[config.mk]
export PLATFORM = sky130hd
export DESIGN_NAME = data_space_address_decoder
export DESIGN_NICKNAME = d
export VERILOG_FILES = /design/src/rtl/dsd_pkg.sv /design/src/rtl/data_space_address_decoder.sv /design/src/rtl/region_decode.sv
export SDC_FILE = /design/constraint.sdc
export NUM_CORES = 1
export LEC_CHECK = 0
export BUFFER_PORTS_ARGS = -buffer_cell sky130_fd_sc_hd__buf_2
export CAP_MARGIN = 20
export CORE_UTILIZATION = 43
export CTS_BUF_LIST = sky130_fd_sc_hd__clkbuf_8
export CTS_CLUSTER_DIAMETER = 100
export CTS_CLUSTER_SIZE = 24
export DETAILED_ROUTE_END_ITERATION = 6
export PLACE_DENSITY = 0.67
export SLEW_MARGIN = 20
export SYNTH_ARGS = -nofsm -noshare
export SYNTH_HDL_FRONTEND = slang
export SYNTH_SLANG_ARGS = --single-unit
[constraint.sdc]
create_clock -name clk -period 9 [get_ports clk]
set_clock_uncertainty 0.2 [all_clocks]
set_input_delay 2.25 -clock clk [delete_from_list [all_inputs] [get_ports clk]]
set_output_delay 2.25 -clock clk [all_outputs]
set_load 0.02 [all_outputs]
[src/rtl/dsd_pkg.sv]
// Package for the data-space address decoder.
// Assumes a 16-bit data address space and an 8-bit data path.
package dsd_pkg;

  // ==========================================================
  // Data map
  localparam logic [15:0] REG_BASE      = 16'h0000;
  localparam logic [15:0] STDIO_BASE    = 16'h0020;
  localparam logic [15:0] EXTIO_BASE    = 16'h0060;
  localparam logic [15:0] EXTIO_LAST    = 16'h00FF;
  localparam logic [15:0] NORM_SRAM_BASE = 16'h0100;
  localparam logic [15:0] NORM_SRAM_END  = 16'h1100;  // 256 + 4096
  localparam logic [15:0] LEG_SRAM_BASE  = 16'h0060;
  localparam logic [15:0] LEG_SRAM_END   = 16'h1000;  // 96 + 4000

  // ==========================================================
  // Pointer registers live in working registers 26..31.
  localparam logic [4:0] PTR_X_LO = 5'h1A;
  localparam logic [4:0] PTR_Y_LO = 5'h1C;
  localparam logic [4:0] PTR_Z_LO = 5'h1E;
  localparam logic [5:0] DISP_MAX = 6'h3F;

  // ==========================================================
  // Timing counts in CPU cycles.
  localparam logic [3:0] INT_ACCESS_CYC = 4'h2;

  // ==========================================================
  // Types
  typedef enum logic [2:0] {
    REGION_REG   = 3'h0,
    REGION_STDIO = 3'h1,
    REGION_EXTIO = 3'h2,
    REGION_ISRAM = 3'h3,
    REGION_XSRAM = 3'h4
  } region_t;

  typedef enum logic [1:0] {
    MODE_DIRECT = 2'h0,
    MODE_DISP   = 2'h1,
    MODE_PREDEC = 2'h2,
    MODE_POSTINC = 2'h3
  } addr_mode_t;

  typedef enum logic [1:0] {
    ST_IDLE = 2'b00,
    ST_INT  = 2'b01,
    ST_EXT  = 2'b11
  } acc_state_t;

  // Extra cycles for a single byte external access per wait count.
  function automatic logic [3:0] ext_extra(input logic [1:0] ws);
    ext_extra = (ws == 2'd0) ? 4'd1 : 4'({2'b00, ws} + 4'd1);
  endfunction : ext_extra

  // Extra cycles for a two-byte stack transfer per wait count.
  function automatic logic [3:0] stack_extra(input logic [1:0] ws);
    stack_extra = 4'(4'd3 + {ws, 1'b0});
  endfunction : stack_extra

endpackage : dsd_pkg

[src/rtl/data_space_address_decoder.sv]
// Data-space address decoder and access sequencer.
// Assumes the CPU holds a request until done pulses and keeps the
// working register file; this block reads and updates pointer pairs.
//
// Functional notes
// - Normal map: 32 registers, 64 I/O, 160 extended I/O, 4096 SRAM.
// - Legacy map: 32 registers, 64 I/O, then 4000 SRAM bytes.
// - Legacy map has no extended I/O; those addresses are SRAM.
// - Extended I/O 0x60..0xFF only via load and store, not short I/O.
// - External SRAM runs from past internal SRAM up to 64K top.
// - Addresses above internal memory go to external SRAM interface.
// - External strobes stay inactive during internal memory accesses.
// - External interface driven only when external enable is set.
// - No wait states: external byte costs one extra cycle.
// - External stack, no waits: call, return, interrupt add three cycles.
// - One to three waits: byte access adds two, three or four cycles.
// - One to three waits: stack transfers add five, seven, nine cycles.
// - Internal data SRAM access completes in two clock cycles.
// - Displacement mode adds up to 63 to second or third pointer; the code also adds it to the first pointer (26/27).
// - Pre-decrement before access, post-increment after access.
// - Direct addressing reaches every location of the data space.
// - Pointers are register pairs 26/27, 28/29, 30/31, 16 bits each.
`timescale 1ns/1ps
module data_space_address_decoder
  import dsd_pkg::*;
(
  // Clock and reset
  input  wire logic        clk,
  input  wire logic        rst_n,
  // Configuration
  input  wire logic        legacy_mode,
  input  wire logic        external_memory_enable,
  input  wire logic [1:0]  wait_states,
  // CPU request
  input  wire logic        req,
  input  wire logic        we,
  input  wire logic        io_path,
  input  wire logic        stack_pair,
  input  wire addr_mode_t  mode,
  input  wire logic [15:0] direct_addr,
  input  wire logic [1:0]  ptr_sel,
  input  wire logic [5:0]  disp,
  input  wire logic [15:0] ptr_value,
  input  wire logic [7:0]  wdata,
  // CPU answer
  output logic             done,
  output logic             busy,
  output logic             refused,
  output logic [15:0]      addr_out,
  output logic [2:0]       region_out,
  output logic             ptr_wr,
  output logic [4:0]       ptr_reg,
  output logic [15:0]      ptr_new,
  // External SRAM interface
  output logic [15:0]      ext_addr,
  output logic [7:0]       ext_wdata,
  output logic             ext_data_oe,
  output logic             external_strobe_pin_a_n,
  output logic             external_strobe_pin_b_n
);

  // ==========================================================
  // Address formation
  logic [15:0] eff_addr;
  logic [4:0]  sel_reg;
  region_t     region;
  logic        dec_refused;

  // Pick the pointer pair and form the access address.
  always_comb begin
    unique case (ptr_sel)
      2'd0:    sel_reg = PTR_X_LO;
      2'd1:    sel_reg = PTR_Y_LO;
      default: sel_reg = PTR_Z_LO;
    endcase
    unique case (mode)
      MODE_DIRECT: eff_addr = direct_addr;
      MODE_DISP:   eff_addr = 16'(ptr_value +
                              {10'h000, disp & DISP_MAX});
      MODE_PREDEC: eff_addr = 16'(ptr_value - 16'h0001);
      default:     eff_addr = ptr_value;
    endcase
  end

  region_decode u_dec (
    .addr        (eff_addr),
    .legacy_mode (legacy_mode),
    .io_path     (io_path),
    .region      (region),
    .refused     (dec_refused)
  );

  // ==========================================================
  // Access sequencer
  acc_state_t  state_reg, state_next;
  logic [3:0]  cnt_reg, cnt_next;
  logic        done_reg, done_next;
  logic        ref_reg, ref_next;
  logic [15:0] addr_reg, addr_next;
  logic [2:0]  reg_reg, reg_next;
  logic        pw_reg, pw_next;
  logic [4:0]  pr_reg, pr_next;
  logic [15:0] pn_reg, pn_next;
  logic        ext_reg, ext_next;
  logic        rd_n_reg, rd_n_next;
  logic        wr_n_reg, wr_n_next;
  logic        oe_reg, oe_next;
  logic [7:0]  wd_reg, wd_next;
  logic        busy_reg, busy_next;
  logic [15:0] xa_reg, xa_next;
  logic        ext_go;

  assign ext_go = (region == REGION_XSRAM) && external_memory_enable;

  // Compute the next sequencer state and outputs.
  always_comb begin
    state_next = state_reg;
    cnt_next   = cnt_reg;
    done_next  = 1'b0;
    ref_next   = 1'b0;
    addr_next  = addr_reg;
    reg_next   = reg_reg;
    pw_next    = 1'b0;
    pr_next    = pr_reg;
    pn_next    = pn_reg;
    ext_next   = ext_reg;
    rd_n_next  = 1'b1;
    wr_n_next  = 1'b1;
    oe_next    = 1'b0;
    wd_next    = wd_reg;
    unique case (state_reg)
      ST_IDLE: begin
        if (req && !done_reg) begin
          addr_next = eff_addr;
          reg_next  = region;
          pr_next   = sel_reg;
          if (mode == MODE_PREDEC) begin
            pn_next = eff_addr;
          end else begin
            pn_next = 16'(ptr_value + 16'h0001);
          end
          if (dec_refused) begin
            done_next = 1'b1;
            ref_next  = 1'b1;
          end else if (ext_go) begin
            state_next = ST_EXT;
            ext_next   = 1'b1;
            wd_next    = wdata;
            // Base two cycles plus the extra for this wait count.
            cnt_next   = 4'(INT_ACCESS_CYC - 4'd1 +
                         (stack_pair ? stack_extra(wait_states)
                                     : ext_extra(wait_states)));
            rd_n_next  = we;
            wr_n_next  = !we;
            oe_next    = we;
          end else begin
            state_next = ST_INT;
            cnt_next   = 4'(INT_ACCESS_CYC - 4'd1);
          end
        end
      end
      ST_INT: begin
        // Strobes stay high through the whole internal access.
        cnt_next = 4'(cnt_reg - 4'd1);
        if (cnt_reg == 4'd1) begin
          done_next  = 1'b1;
          state_next = ST_IDLE;
          pw_next    = (mode != MODE_DIRECT) && (mode != MODE_DISP);
        end
      end
      ST_EXT: begin
        cnt_next = 4'(cnt_reg - 4'd1);
        if (cnt_reg == 4'd1) begin
          done_next  = 1'b1;
          state_next = ST_IDLE;
          ext_next   = 1'b0;
          pw_next    = (mode != MODE_DIRECT) && (mode != MODE_DISP);
        end else begin
          rd_n_next = rd_n_reg;
          wr_n_next = wr_n_reg;
          oe_next   = oe_reg;
        end
      end
      default: begin
        state_next = ST_IDLE;
      end
    endcase
    // Busy and the external address are registered so the pins
    // come straight from flip-flops, not from a decode of state.
    busy_next = (state_next != ST_IDLE);
    xa_next   = ext_next ? addr_next : 16'h0000;
  end

  // Register the sequencer.
  always_ff @(posedge clk) begin
    if (!rst_n) begin
      state_reg <= ST_IDLE;
      cnt_reg   <= 4'h0;
      done_reg  <= 1'b0;
      ref_reg   <= 1'b0;
      addr_reg  <= 16'h0000;
      reg_reg   <= 3'h0;
      pw_reg    <= 1'b0;
      pr_reg    <= 5'h00;
      pn_reg    <= 16'h0000;
      ext_reg   <= 1'b0;
      rd_n_reg  <= 1'b1;
      wr_n_reg  <= 1'b1;
      oe_reg    <= 1'b0;
      wd_reg    <= 8'h00;
      busy_reg  <= 1'b0;
      xa_reg    <= 16'h0000;
    end else begin
      state_reg <= state_next;
      cnt_reg   <= cnt_next;
      done_reg  <= done_next;
      ref_reg   <= ref_next;
      addr_reg  <= addr_next;
      reg_reg   <= reg_next;
      pw_reg    <= pw_next;
      pr_reg    <= pr_next;
      pn_reg    <= pn_next;
      ext_reg   <= ext_next;
      rd_n_reg  <= rd_n_next;
      wr_n_reg  <= wr_n_next;
      oe_reg    <= oe_next;
      wd_reg    <= wd_next;
      busy_reg  <= busy_next;
      xa_reg    <= xa_next;
    end
  end

  // ==========================================================
  // Outputs, each straight from a flip-flop.
  assign done       = done_reg;
  assign busy       = busy_reg;
  assign refused    = ref_reg;
  assign addr_out   = addr_reg;
  assign region_out = reg_reg;
  assign ptr_wr     = pw_reg;
  assign ptr_reg    = pr_reg;
  assign ptr_new    = pn_reg;
  assign ext_addr   = xa_reg;
  assign ext_wdata  = wd_reg;
  assign ext_data_oe = oe_reg;
  assign external_strobe_pin_a_n = wr_n_reg;
  assign external_strobe_pin_b_n = rd_n_reg;

  // ==========================================================
  // Checks
  int unsigned len_cnt;
  always_ff @(posedge clk) begin
    if (!rst_n || state_reg == ST_IDLE) begin
      len_cnt <= 0;
    end else begin
      len_cnt <= len_cnt + 1;
    end
  end

  int_strobes_a: assert property (@(posedge clk) disable iff (!rst_n)
    state_reg == ST_INT |-> wr_n_reg && rd_n_reg)
    else $error("strobe active during internal access");

  int_two_cyc_a: assert property (@(posedge clk) disable iff (!rst_n)
    state_reg == ST_IDLE && state_next == ST_INT |=> ##1 done_reg)
    else $error("internal access not two cycles");

  ext_enable_a: assert property (@(posedge clk) disable iff (!rst_n)
    state_reg == ST_IDLE && req && !done_reg && !external_memory_enable
      |=> wr_n_reg && rd_n_reg && !oe_reg)
    else $error("external interface driven while disabled");

  ext_nowait_a: assert property (@(posedge clk) disable iff (!rst_n)
    state_reg == ST_IDLE && state_next == ST_EXT && wait_states == 2'd0
      && !stack_pair |=> ##2 done_reg)
    else $error("external byte not three cycles");

  // Cycles spent busy are the whole access less one: wait count plus two.
  ext_wait_a: assert property (@(posedge clk) disable iff (!rst_n)
    $rose(done_reg) && $past(state_reg) == ST_EXT && !stack_pair
      && wait_states != 2'd0
      |-> len_cnt == 32'(wait_states) + 32'd2)
    else $error("external wait access length wrong");

  stack_len_a: assert property (@(posedge clk) disable iff (!rst_n)
    state_reg == ST_IDLE && state_next == ST_EXT && stack_pair
      |=> cnt_reg == 4'(4'd4 + {wait_states, 1'b0}))
    else $error("stack transfer length wrong");

  legacy_map_a: assert property (@(posedge clk) disable iff (!rst_n)
    legacy_mode && eff_addr >= EXTIO_BASE && eff_addr < LEG_SRAM_END
      |-> region == REGION_ISRAM)
    else $error("legacy map decode wrong");

  io_refuse_a: assert property (@(posedge clk) disable iff (!rst_n)
    region == REGION_EXTIO && io_path && req && state_reg == ST_IDLE
      && !done_reg |=> done_reg && ref_reg)
    else $error("extended io reached by short path");

  xsram_map_a: assert property (@(posedge clk) disable iff (!rst_n)
    !legacy_mode && eff_addr >= NORM_SRAM_END
      |-> region == REGION_XSRAM)
    else $error("external region decode wrong");

endmodule : data_space_address_decoder

[src/rtl/region_decode.sv]
// Region decoder for a 16-bit data address.
// Assumes purely combinational use by the access sequencer.
`timescale 1ns/1ps
module region_decode
  import dsd_pkg::*;
(
  // Address in
  input  wire logic [15:0] addr,
  input  wire logic        legacy_mode,
  input  wire logic        io_path,
  // Decode out
  output region_t          region,
  output logic             refused
);

  // ==========================================================
  // Decode
  // Extended I/O only exists in normal mode and never on the short path.
  always_comb begin
    refused = 1'b0;
    if (addr < STDIO_BASE) begin
      region = REGION_REG;
    end else if (addr < EXTIO_BASE) begin
      region = REGION_STDIO;
    end else if (!legacy_mode && addr <= EXTIO_LAST) begin
      region  = REGION_EXTIO;
      refused = io_path;
    end else if (!legacy_mode && addr < NORM_SRAM_END) begin
      region = REGION_ISRAM;
    end else if (legacy_mode && addr < LEG_SRAM_END) begin
      region = REGION_ISRAM;
    end else begin
      region = REGION_XSRAM;
    end
  end

endmodule : region_decode

==> impl_results.md, run 1 <==
* Layout area overhead at 18.5%
* Setup Viol. Count Final at 0
* Port buffer count at 129
* Post-synth top flop: dfxtp_1
* Largest net degree at the start of global routing at 43
* Hold Path Sink: ext_wdata[0]$_SDFFE_PN0P_
* Synth area leaders: dfxtp_1 (31%), ha_1 (8.2%), nor2_1 (6.1%)
* RSZ-0062 raised after global routing: no
* Maximum clock path buffer count at 2
* First-pass GRT wire length at 22200 um
* Critical Path AT at 6790 ps
* Max Clock Freq at 0.147 GHz
* FF-to-FF path depth at 8
* Status: finished clean
* Top cells by count, synth: nor2_1 (79), dfxtp_1 (76), a21oi_1 (49)
* Sequential cell area at 0.00152 mm^2
* Worst r2r src: state_reg[1]$_SDFF_PN0_
* CTS tree: done
* Detailed Route Iter0 Violations at 339
* Syn avg cell area at 7.91 um^2
* Vias per cell at 5.61
* Synthesized area at 0.00489 mm^2
* Post-route ant nets at 0
* Final HPWL DP at 11000 um
* CTS Buf Count at 9
* Multi-input logic area at 0.00313 mm^2
* Setup Fix Bufs, Post-CTS at 0
* Crit Path Max Fanout at 41
* Fin crit share at 75.5%
* WL final at 13900 um
* Die width at 109 um
* Initial cell density of the core at 44.7%
* Slew Viols, Final at 0
* Fill count at 1074
* Sequential area share after synthesis at 31.1%
* Sum Neg Setup Slack at 0 ps
* Final global-route overflow total at 0
* Clk slew on worst S/H paths at 70 ps
* PostCTS Resize Cnt at 0
* Clk Latency, worst-skew pair at 340 ps
* # IOs at 131
* Max_cap viols at 0
* Final #Nets at 824
* Cell taking the most area after synthesis: dfxtp_1
* Slew @ Worst Pin at 789 ps
* Clock sink total at 76
* WHS Path Cells at 2
* Core ar. at 0.0109 mm^2
* Worst setup EP type: flop
* Kind of critical path: in -> reg
* Synth warn at 0
* Startpoint types: input pin
* TritonRoute pass-1 iters at 5
* Static leakage at 0.00261 uW
* EDFF count, synth at 0
* Remaining DRCs at 0
* Gpl congestion at 0.941
* Min Tclk post-route at 6790 ps
* Row cnt at 38
* Share of the synthesized area in the top cell type at 31.1%
* CTS hold repair buffers at 0
* Fraction of registers with async set/reset at 0%
* Initial antenna violation count at 0
* Vias in the first global route at 4492
* Synth Instances at 618
* Full die area at 0.0118 mm^2
* Most common cell in the synthesized netlist: nor2_1
* Slew margin rel. at 47.4%
* Power Dens Cells at 172 mW/mm^2
* Layout cell share with drive strength beyond 1 at 23.1%
* Critical Path RT at 9000 ps
* Inserted Diodes at 0
* GRT Total Usage at 24.2%
* H-Tree Depth at 3
* Final core occ at 53.0%
* Mapped Nets at 711
* R2r setup slk at 6210 ps
* Min-delay src: ext_wdata[0]$_SDFFE_PN0P_
* Fin. Hold Viols at 0
* Hold/Removal Path Class: reg -> reg
* Synthesized flop and latch total at 76
* Peak VDD IR at 0.000105 V
* Cell variety after synth at 69
* Critical R2R Capture: ext_addr[8]$_SDFF_PN0_
* Fin Hold WS at 245 ps
* Die H at 109 um
* WL per Instance at 15.9 um
* Via count at 4906
* Root buffer cell: clkbuf_8
==> critical path, stage by stage <==
cell and delay, ps:
buf_2 120, inv_1 80, ha_1 140, buf_4 340
or2_2 180, ha_1 150, inv_1 50, fa_1 420
a211oi_1 340, o21a_1 220, o31ai_1 120, xor2_1 170
a2111oi_0 450, a41oi_1 210, nand3b_1 270, and3_1 440
a21oi_2 710, nor2b_1 120
==> metrics by stage <==
| stage | instance area, um^2 | worst slack, ps | power, uW | cells |
|---|---|---|---|---|
| 6_report | 5790 | 2210 | 998 | 875 |
| 5_1_grt | 5790 | 1770 | 1060 | 875 |
| 4_1_cts | 5790 | 2220 | 1000 | 875 |
| 3_5_place_dp | 5610 | 1870 | 753 | 860 |
| 3_3_place_gp | 5610 | 1990 | 745 | 860 |
| 2_1_floorplan | 4890 | 3020 | 648 | 618 |
==> how the worst max path moves through the flow <==
stage | endpoint | from | cells after the start
after detailed placement | ext_addr[11]$_SDFF_PN0_ | mode[0] | 18
after CTS | ext_addr[8]$_SDFF_PN0_ | mode[0] | 18
after global placement | ext_addr[0]$_SDFF_PN0_ | mode[0] | 18
final | ext_addr[8]$_SDFF_PN0_ | mode[0] | 18
after global routing | ext_addr[11]$_SDFF_PN0_ | mode[0] | 17
after floorplan | ext_addr[0]$_SDFF_PN0_ | mode[0] | 18
==> cell type report <==
cell class / count / share of cell area, %
multi-input cells: 483 / 54.0
clock inverters: 6 / 1.12
well taps: 140 / 3.02
clock buffers: 9 / 2.14
flip-flops and latches: 76 / 26.3
inverters: 28 / 1.81
repair buffers: 133 / 11.7
==> power breakdown <==
| group | switching [uW] | total [uW] | internal (uW) |
|---|---|---|---|
| sequential | 20.2 | 391 | 370 |
| clock | 124 | 251 | 127 |
| combinational | 226 | 357 | 131 |
==> kinds of logic (layout without fill, tap and decap cells) <==
kind of cell | Yosys count | in the layout | share of synthesized area (%)
simple gates | 238 | 238 | 23.9
compound gates | 181 | 181 | 25.8
flops | 76 | 76 | 31.1
buf+inv | 59 | 176 | 4.94
fa+ha+maj | 33 | 33 | 8.60
xor+xnor | 25 | 25 | 4.48
mux | 5 | 5 | 1.02
other cells | 1 | 1 | 0.0767
==> routing by layer <==
metal | track usage [%] | wire length, um | vias up
met1 | 32.2 | 6410 | 2276
met4 | 7.82 | 271 | 0
met2 | 40.1 | 6430 | 165
met5 | 0 | 0 | -
met3 | 3.35 | 835 | 18
li1 | - | - | 2447
==> cell usage in the layout, fill, tap and decap left out, types with 3 or more instances in the layout <==
cell and n:
a211oi_1 26, a21o_1 4, a21oi_1 49, a221o_1 3, a31o_2 3, a31oi_1 6, and2_1 9, and3_1 14
buf_2 129, buf_4 4, clkbuf_8 9, dfxtp_1 76, ha_1 32, inv_1 28, mux2i_1 5, nand2_1 45
nand2b_1 11, nand3_1 22, nand4_1 7, nor2_1 78, nor2b_1 17, nor3_1 15, o2111ai_1 5, o211ai_1 5
o21a_1 7, o21ai_0 26, o21ai_1 10, o21bai_1 3, o311ai_0 3, o31ai_1 4, or2_2 4, xnor2_1 16
xor2_1 9
Power figures use the tool's default switching activity.
==> inputs of run 2 (changes only) <==
--- a/config.mk
+++ b/config.mk
@@ -5,6 +5,7 @@
 export SDC_FILE = /design/constraint.sdc
 export NUM_CORES = 1
 export LEC_CHECK = 0
+export ABC_AREA = 1
 export BUFFER_PORTS_ARGS = -buffer_cell sky130_fd_sc_hd__buf_2
 export CAP_MARGIN = 20
 export CORE_UTILIZATION = 43
==> constraint.sdc (replaced) <==
create_clock -name clk -period 6.62 [get_ports clk]
set_clock_uncertainty 0.2 [all_clocks]
set_input_delay 1.655 -clock clk [delete_from_list [all_inputs] [get_ports clk]]
set_output_delay 1.655 -clock clk [all_outputs]
set_load 0.02 [all_outputs]
==> impl_results.md, run 2 <==
* Port buffer count at 129
* Setup Viol. Count Final at 0
* Clk slew on worst S/H paths at 70 ps
* Static leakage at 0.00309 uW
* Clock sink total at 76
* Synth Area in Adders at 8.43%
* Simple-gate area share of the yosys netlist at 30.9%
* Post-route ant nets at 0
* Mapped Nets at 851
* Startpoint types: input pin
* Fin crit share at 74.5%
* Vias in the first global route at 4567
* Syn avg cell area at 6.58 um^2
* R2r setup slk at 4190 ps
* XOR/XNOR share of the synthesized area at 2.46%
* Die width at 110 um
* Critical Path AT at 4960 ps
* Hold Path Sink: ptr_new[1]$_SDFFE_PN0P_
* Min-delay src: ptr_new[1]$_SDFFE_PN0P_
* CTS tree: done
* Via count at 5113
* Synth area leaders: dfxtp_1 (31%), nand2_1 (13%), a21oi_1 (8.4%)
* Fraction of registers with async set/reset at 0%
* Most common cell in the synthesized netlist: nand2_1
* Final global-route overflow total at 0
* Final HPWL DP at 10900 um
* Status: finished clean
* Kind of critical path: in -> reg
* Synth warn at 0
* FF-to-FF path depth at 10
* Synthesized area at 0.00499 mm^2
* Core ar. at 0.0111 mm^2
* Crit path buffers/inverters at 4
* WL final at 13700 um
* Critical R2R Capture: ext_addr[0]$_SDFF_PN0_
* Pre-CTS setup slack at 1390 ps
* Remaining DRCs at 0
* Worst path slowest cell: o31ai_1
* Hold/Removal Path Class: reg -> reg
* Worst path top cell family by delay: simple AND/OR/NAND/NOR gates
* Final setup margin at 1690 ps
* Top cells by count, synth: nand2_1 (176), inv_1 (104), a21oi_1 (84)
* Main combinational cell family by area after synthesis: simple AND/OR/NAND/NOR gates
* Cell Chain, Critical Path: buf_2 -> inv_1 -> ha_1 -> nand3_1 -> o31ai_1 -> ha_1 -> nand2_1 -> nand2_1 -> a21oi_1 -> nand2_1 -> nand2_1 -> nand3_1 -> nand3_1 -> nand2_1 -> nand2_2 -> nand2_2 -> a21oi_2 -> nand2_2 -> nand3_4 -> inv_4 -> nand2_2 -> nand2_2 -> inv_2 -> nor2_1
* Slew Viols, Final at 0
* Sequential area share after synthesis at 30.5%
* Layout area overhead at 17.9%
* TritonRoute pass-1 iters at 4
* Sum Neg Setup Slack at 0 ps
* Worst r2r src: state_reg[0]$_SDFF_PN0_
* Die H at 110 um
* Clk Latency, worst-skew pair at 350 ps
* Share of the synthesized area in the top cell type at 30.5%
* Detailed Route Iter0 Violations at 349
* Gpl congestion at 0.940
* Row cnt at 38
* CTS Buf Count at 9
* Critical Path RT at 6650 ps
* Post-synth top flop: dfxtp_1
* Power Dens Cells at 236 mW/mm^2
* Placed instance area at 0.00569 mm^2
* Setup Fix Bufs, Post-CTS at 0
* First-pass GRT wire length at 21500 um
* # IOs at 131
* WL per Instance at 13.5 um
* Max_cap viols at 0
* Synthesized flop and latch total at 76
* Initial antenna violation count at 0
* RSZ-0062 raised after global routing: no
* Min Tclk post-route at 4930 ps
* Final #Nets at 967
* Crit Path Max Fanout at 12
* EDFF count, synth at 0
* Initial cell density of the core at 45.0%
* Complex-gate fraction of the synthesized area at 16.6%
* GRT Total Usage at 23.4%
* WHS Path Cells at 2
* CTS hold repair buffers at 0
* Inserted Diodes at 0
* Maximum clock path buffer count at 2
* Max Clock Freq at 0.203 GHz
* Root buffer cell: clkbuf_8
* Vias per cell at 5.02
* Worst setup EP type: flop
* Slew @ Worst Pin at 799 ps
* Fin. Hold Viols at 0
* Largest net degree at the start of global routing at 47
* Mux contribution to synthesized area at 0%
* Most frequent cells in the layout: nand2_1 (176), buf_2 (129), inv_1 (107)
* PostCTS Resize Cnt at 0
* Peak VDD IR at 0.000175 V
* Slew margin rel. at 46.8%
* Synth Instances at 758
* Post-route cell area at 0.00588 mm^2
* Cell taking the most area after synthesis: dfxtp_1
* Layout cell share with drive strength beyond 1 at 22.0%
* Full die area at 0.0120 mm^2
* Critical Path Max Stage Delay at 440 ps
* Commonest non-fill, non-tap cell in the layout: nand2_1
* H-Tree Depth at 3
* Cell variety after synth at 45
==> run 2: power breakdown <==
group	switching [uW]	internal [uW]
Sequential	29.1	513
Combinational	345	167
Clock	156	178
Total	531	857
==> run 2: per-stage QoR <==
stage               power [uW]  std cells  utilization (%)  hold slack (ps)
detailed placement        1060       1003             51.4              257
global placement          1060       1003             51.4              258
CTS                       1400       1018             53.1              269
finish                    1390       1018             53.1              266
floorplan                  916        758                -              315
global route              1480       1018             53.1              284
==> run 2: worst max-delay path by stage <==
stage | startpoint | endpoint | cells past startpoint
after detailed placement | disp[0] | ext_addr[1]$_SDFF_PN0_ | 24
after floorplan | mode[0] | ext_addr[7]$_SDFF_PN0_ | 28
after global routing | disp[0] | ext_addr[1]$_SDFF_PN0_ | 24
after CTS | disp[0] | ext_addr[0]$_SDFF_PN0_ | 24
final | disp[0] | ext_addr[0]$_SDFF_PN0_ | 24
after global placement | disp[0] | ext_addr[1]$_SDFF_PN0_ | 24
==> run 2: cell type report <==
cell class	instances	area (um^2)
clock buffer	10	138
clock inverter	5	46.3
fill	1172	5200
inverter	109	412
multi-input combinational	546	2920
sequential	76	1520
tap	140	175
timing repair buffer	132	668
==> run 2: kinds of logic (layout without fill, tap and decap cells) <==
family,Yosys count,after routing
simple gates,344,344
compound gates,154,154
buf+inv,136,256
flops,76,76
fa+ha+maj,33,33
xor+xnor,14,14
other cells,1,1
==> run 2: worst min-delay path, cell delays in order, from the launching register on <==
cell and delay, ps:
dfxtp_1 310, nand2_1 60, a21oi_1 50
==> run 2: per-layer routing <==
layer  routed length (um)  global-route usage [%]  part of all wire (%)
met1                 6380                    30.3                    46
met2                 6410                    39.1                    47
met3                  709                    4.92                   5.2
met4                  218                    7.05                   1.6
met5                    0                       0                     0
==> inputs of run 3 (changes only) <==
--- a/config.mk
+++ b/config.mk
@@ -13,7 +13,7 @@
 export CTS_CLUSTER_DIAMETER = 100
 export CTS_CLUSTER_SIZE = 24
 export DETAILED_ROUTE_END_ITERATION = 6
-export PLACE_DENSITY = 0.67
+export PLACE_DENSITY = 0.7
 export SLEW_MARGIN = 20
 export SYNTH_ARGS = -nofsm -noshare
 export SYNTH_HDL_FRONTEND = slang
==> constraint.sdc (replaced) <==
create_clock -name clk -period 4 [get_ports clk]
set_clock_uncertainty 0.2 [all_clocks]
set_input_delay 1 -clock clk [delete_from_list [all_inputs] [get_ports clk]]
set_output_delay 1 -clock clk [all_outputs]
set_load 0.02 [all_outputs]
==> impl_results.md, run 3 (same netlist as run 2, synthesis figures left out) <==
* # IOs at 131
* Port buffer count at 129
* Inserted Diodes at 0
* Power Dens Cells at 391 mW/mm^2
* Final global-route overflow total at 0
* Peak VDD IR at 0.000331 V
* Max layer used: met4
* Most common cell on crit path: nand2_2
* CTS Buf Count at 9
* WL per Instance at 13.7 um
* Max Clock Freq at 0.265 GHz
* GRT Total Usage at 25.1%
* Worst path top cell family by delay: simple AND/OR/NAND/NOR gates
* Total power at 2570 uW
* Root buffer cell: clkbuf_8
* Sequential cell area at 0.00152 mm^2
* Startpoint types: input pin
* Crit path buffers/inverters at 7
* Post-route ant nets at 0
* Vias per cell at 4.99
* Most frequent cells in the layout: nand2_1 (162), buf_2 (129), inv_1 (103)
* Detailed Route Iter0 Violations at 335
* Kind of critical path: in -> reg
* Core ar. at 0.0111 mm^2
* Min Tclk post-route at 3770 ps
* Static leakage at 0.00342 uW
* Setup Viol. Count Final at 0
* Slew margin rel. at 53.1%
* Met3 wire len at 933 um
* Layout cell share with drive strength beyond 1 at 31.0%
* Setup crit start: disp[0]
* Met2 WL at 6910 um
* WL final at 14700 um
* Crit Path Max Fanout at 12
* Slew @ Worst Pin at 702 ps
* Final core occ at 59.4%
* Fin. Hold Viols at 0
* Worst r2r src: state_reg[1]$_SDFF_PN0_
* Remaining DRCs at 0
* Die H at 110 um
* Critical Path AT at 3820 ps
* Clk slew on worst S/H paths at 80 ps
* Via count at 5383
* TritonRoute pass-1 iters at 5
* Initial cell density of the core at 45.0%
* Clk Latency, worst-skew pair at 340 ps
* Status: finished clean
* First-pass GRT wire length at 23300 um
* Fin crit share at 94.3%
* Slew Viols, Final at 0
* Layout area overhead at 32.0%
* Gpl congestion at 0.946
* Maximum clock path buffer count at 2
* Met1 WL at 6520 um
* Row cnt at 38
* Largest net degree at the start of global routing at 47
* Initial antenna violation count at 0
* Vias in the first global route at 4958
* Final HPWL DP at 11600 um
* Post-route cell area at 0.00658 mm^2
* Clock sink total at 76
* Pre-CTS setup slack at -267 ps
* Final #Nets at 1026
* Fill count at 1086
* Worst path slowest cell: ha_1
* CTS tree: done
* Multi-input logic area at 0.00308 mm^2
* Critical Path Max Stage Delay at 280 ps
* Hold/Removal Path Class: reg -> reg
* Worst setup EP type: flop
* Sum Neg Setup Slack at 0 ps
* Max_cap viols at 0
* Placed instance area at 0.00615 mm^2
* Die width at 110 um
* Full die area at 0.0120 mm^2
* H-Tree Depth at 3
* Commonest non-fill, non-tap cell in the layout: nand2_1
* Min-delay src: ext_wdata[3]$_SDFFE_PN0P_
* Critical Path RT at 4040 ps
* Final setup margin at 227 ps
==> run 3: cell count changes in the layout (fill, tap and decap cells not counted), sizes merged <==
cell    change
clkbuf      -1
bufinv      +2
clkinv      +2
buf        +59
inv         -2
==> run 3: power breakdown <==
part / switching (uW) / internal [uW] / total [uW]
sequential: 46.0 / 848 / 894
clock: 284 / 413 / 697
combinational: 618 / 365 / 983
total: 947 / 1630 / 2570
==> run 3: worst paths after layout <==
path	to	slack, ps	cells after the start
worst max-delay path	ext_addr[0]$_SDFF_PN0_	230	25
worst min-delay path	ext_wdata[3]$_SDFFE_PN0P_	260	2
worst max register to register	ext_addr[12]$_SDFF_PN0_	1730	10
worst min register to register	ext_wdata[3]$_SDFFE_PN0P_	260	2
==> run 3: tightest hold or removal path: stages (launching register included) <==
cell and delay [ps]:
dfxtp_1 310, nand2_1 60, a21oi_1 50
==> run 3: layout make-up <==
| class | count | area share, % |
|---|---|---|
| sequential | 76 | 23.1 |
| clock buffer | 9 | 1.88 |
| multi-input combinational | 546 | 46.9 |
| timing repair buffer | 191 | 17.4 |
| inverter | 109 | 6.33 |
| tap | 140 | 2.66 |
| clock inverter | 7 | 1.77 |
==> run 3: metrics by stage <==
step / instances / hold slack, ps
6_report: 1078 / 262
2_1_floorplan: 758 / 315
3_5_place_dp: 1060 / 254
4_1_cts: 1076 / 266
3_3_place_gp: 1060 / 250
5_1_grt: 1078 / 281
==> run 3: routing by layer <==
metal,global-route usage (%),vias to the layer above
met5,0,-
met4,8.48,0
met3,4.74,25
met2,42.4,178
met1,32.0,2394
li1,-,2786
==> run 3: repair_timing <==
| item | 4_1_cts | 5_1_grt |
|---|---|---|
| buffers inserted | 0 | 2 |
| endpoints found under the setup margin | 0 | 37 |
| hold buffers | 0 | 0 |
| gates resized for setup | 0 | 49 |
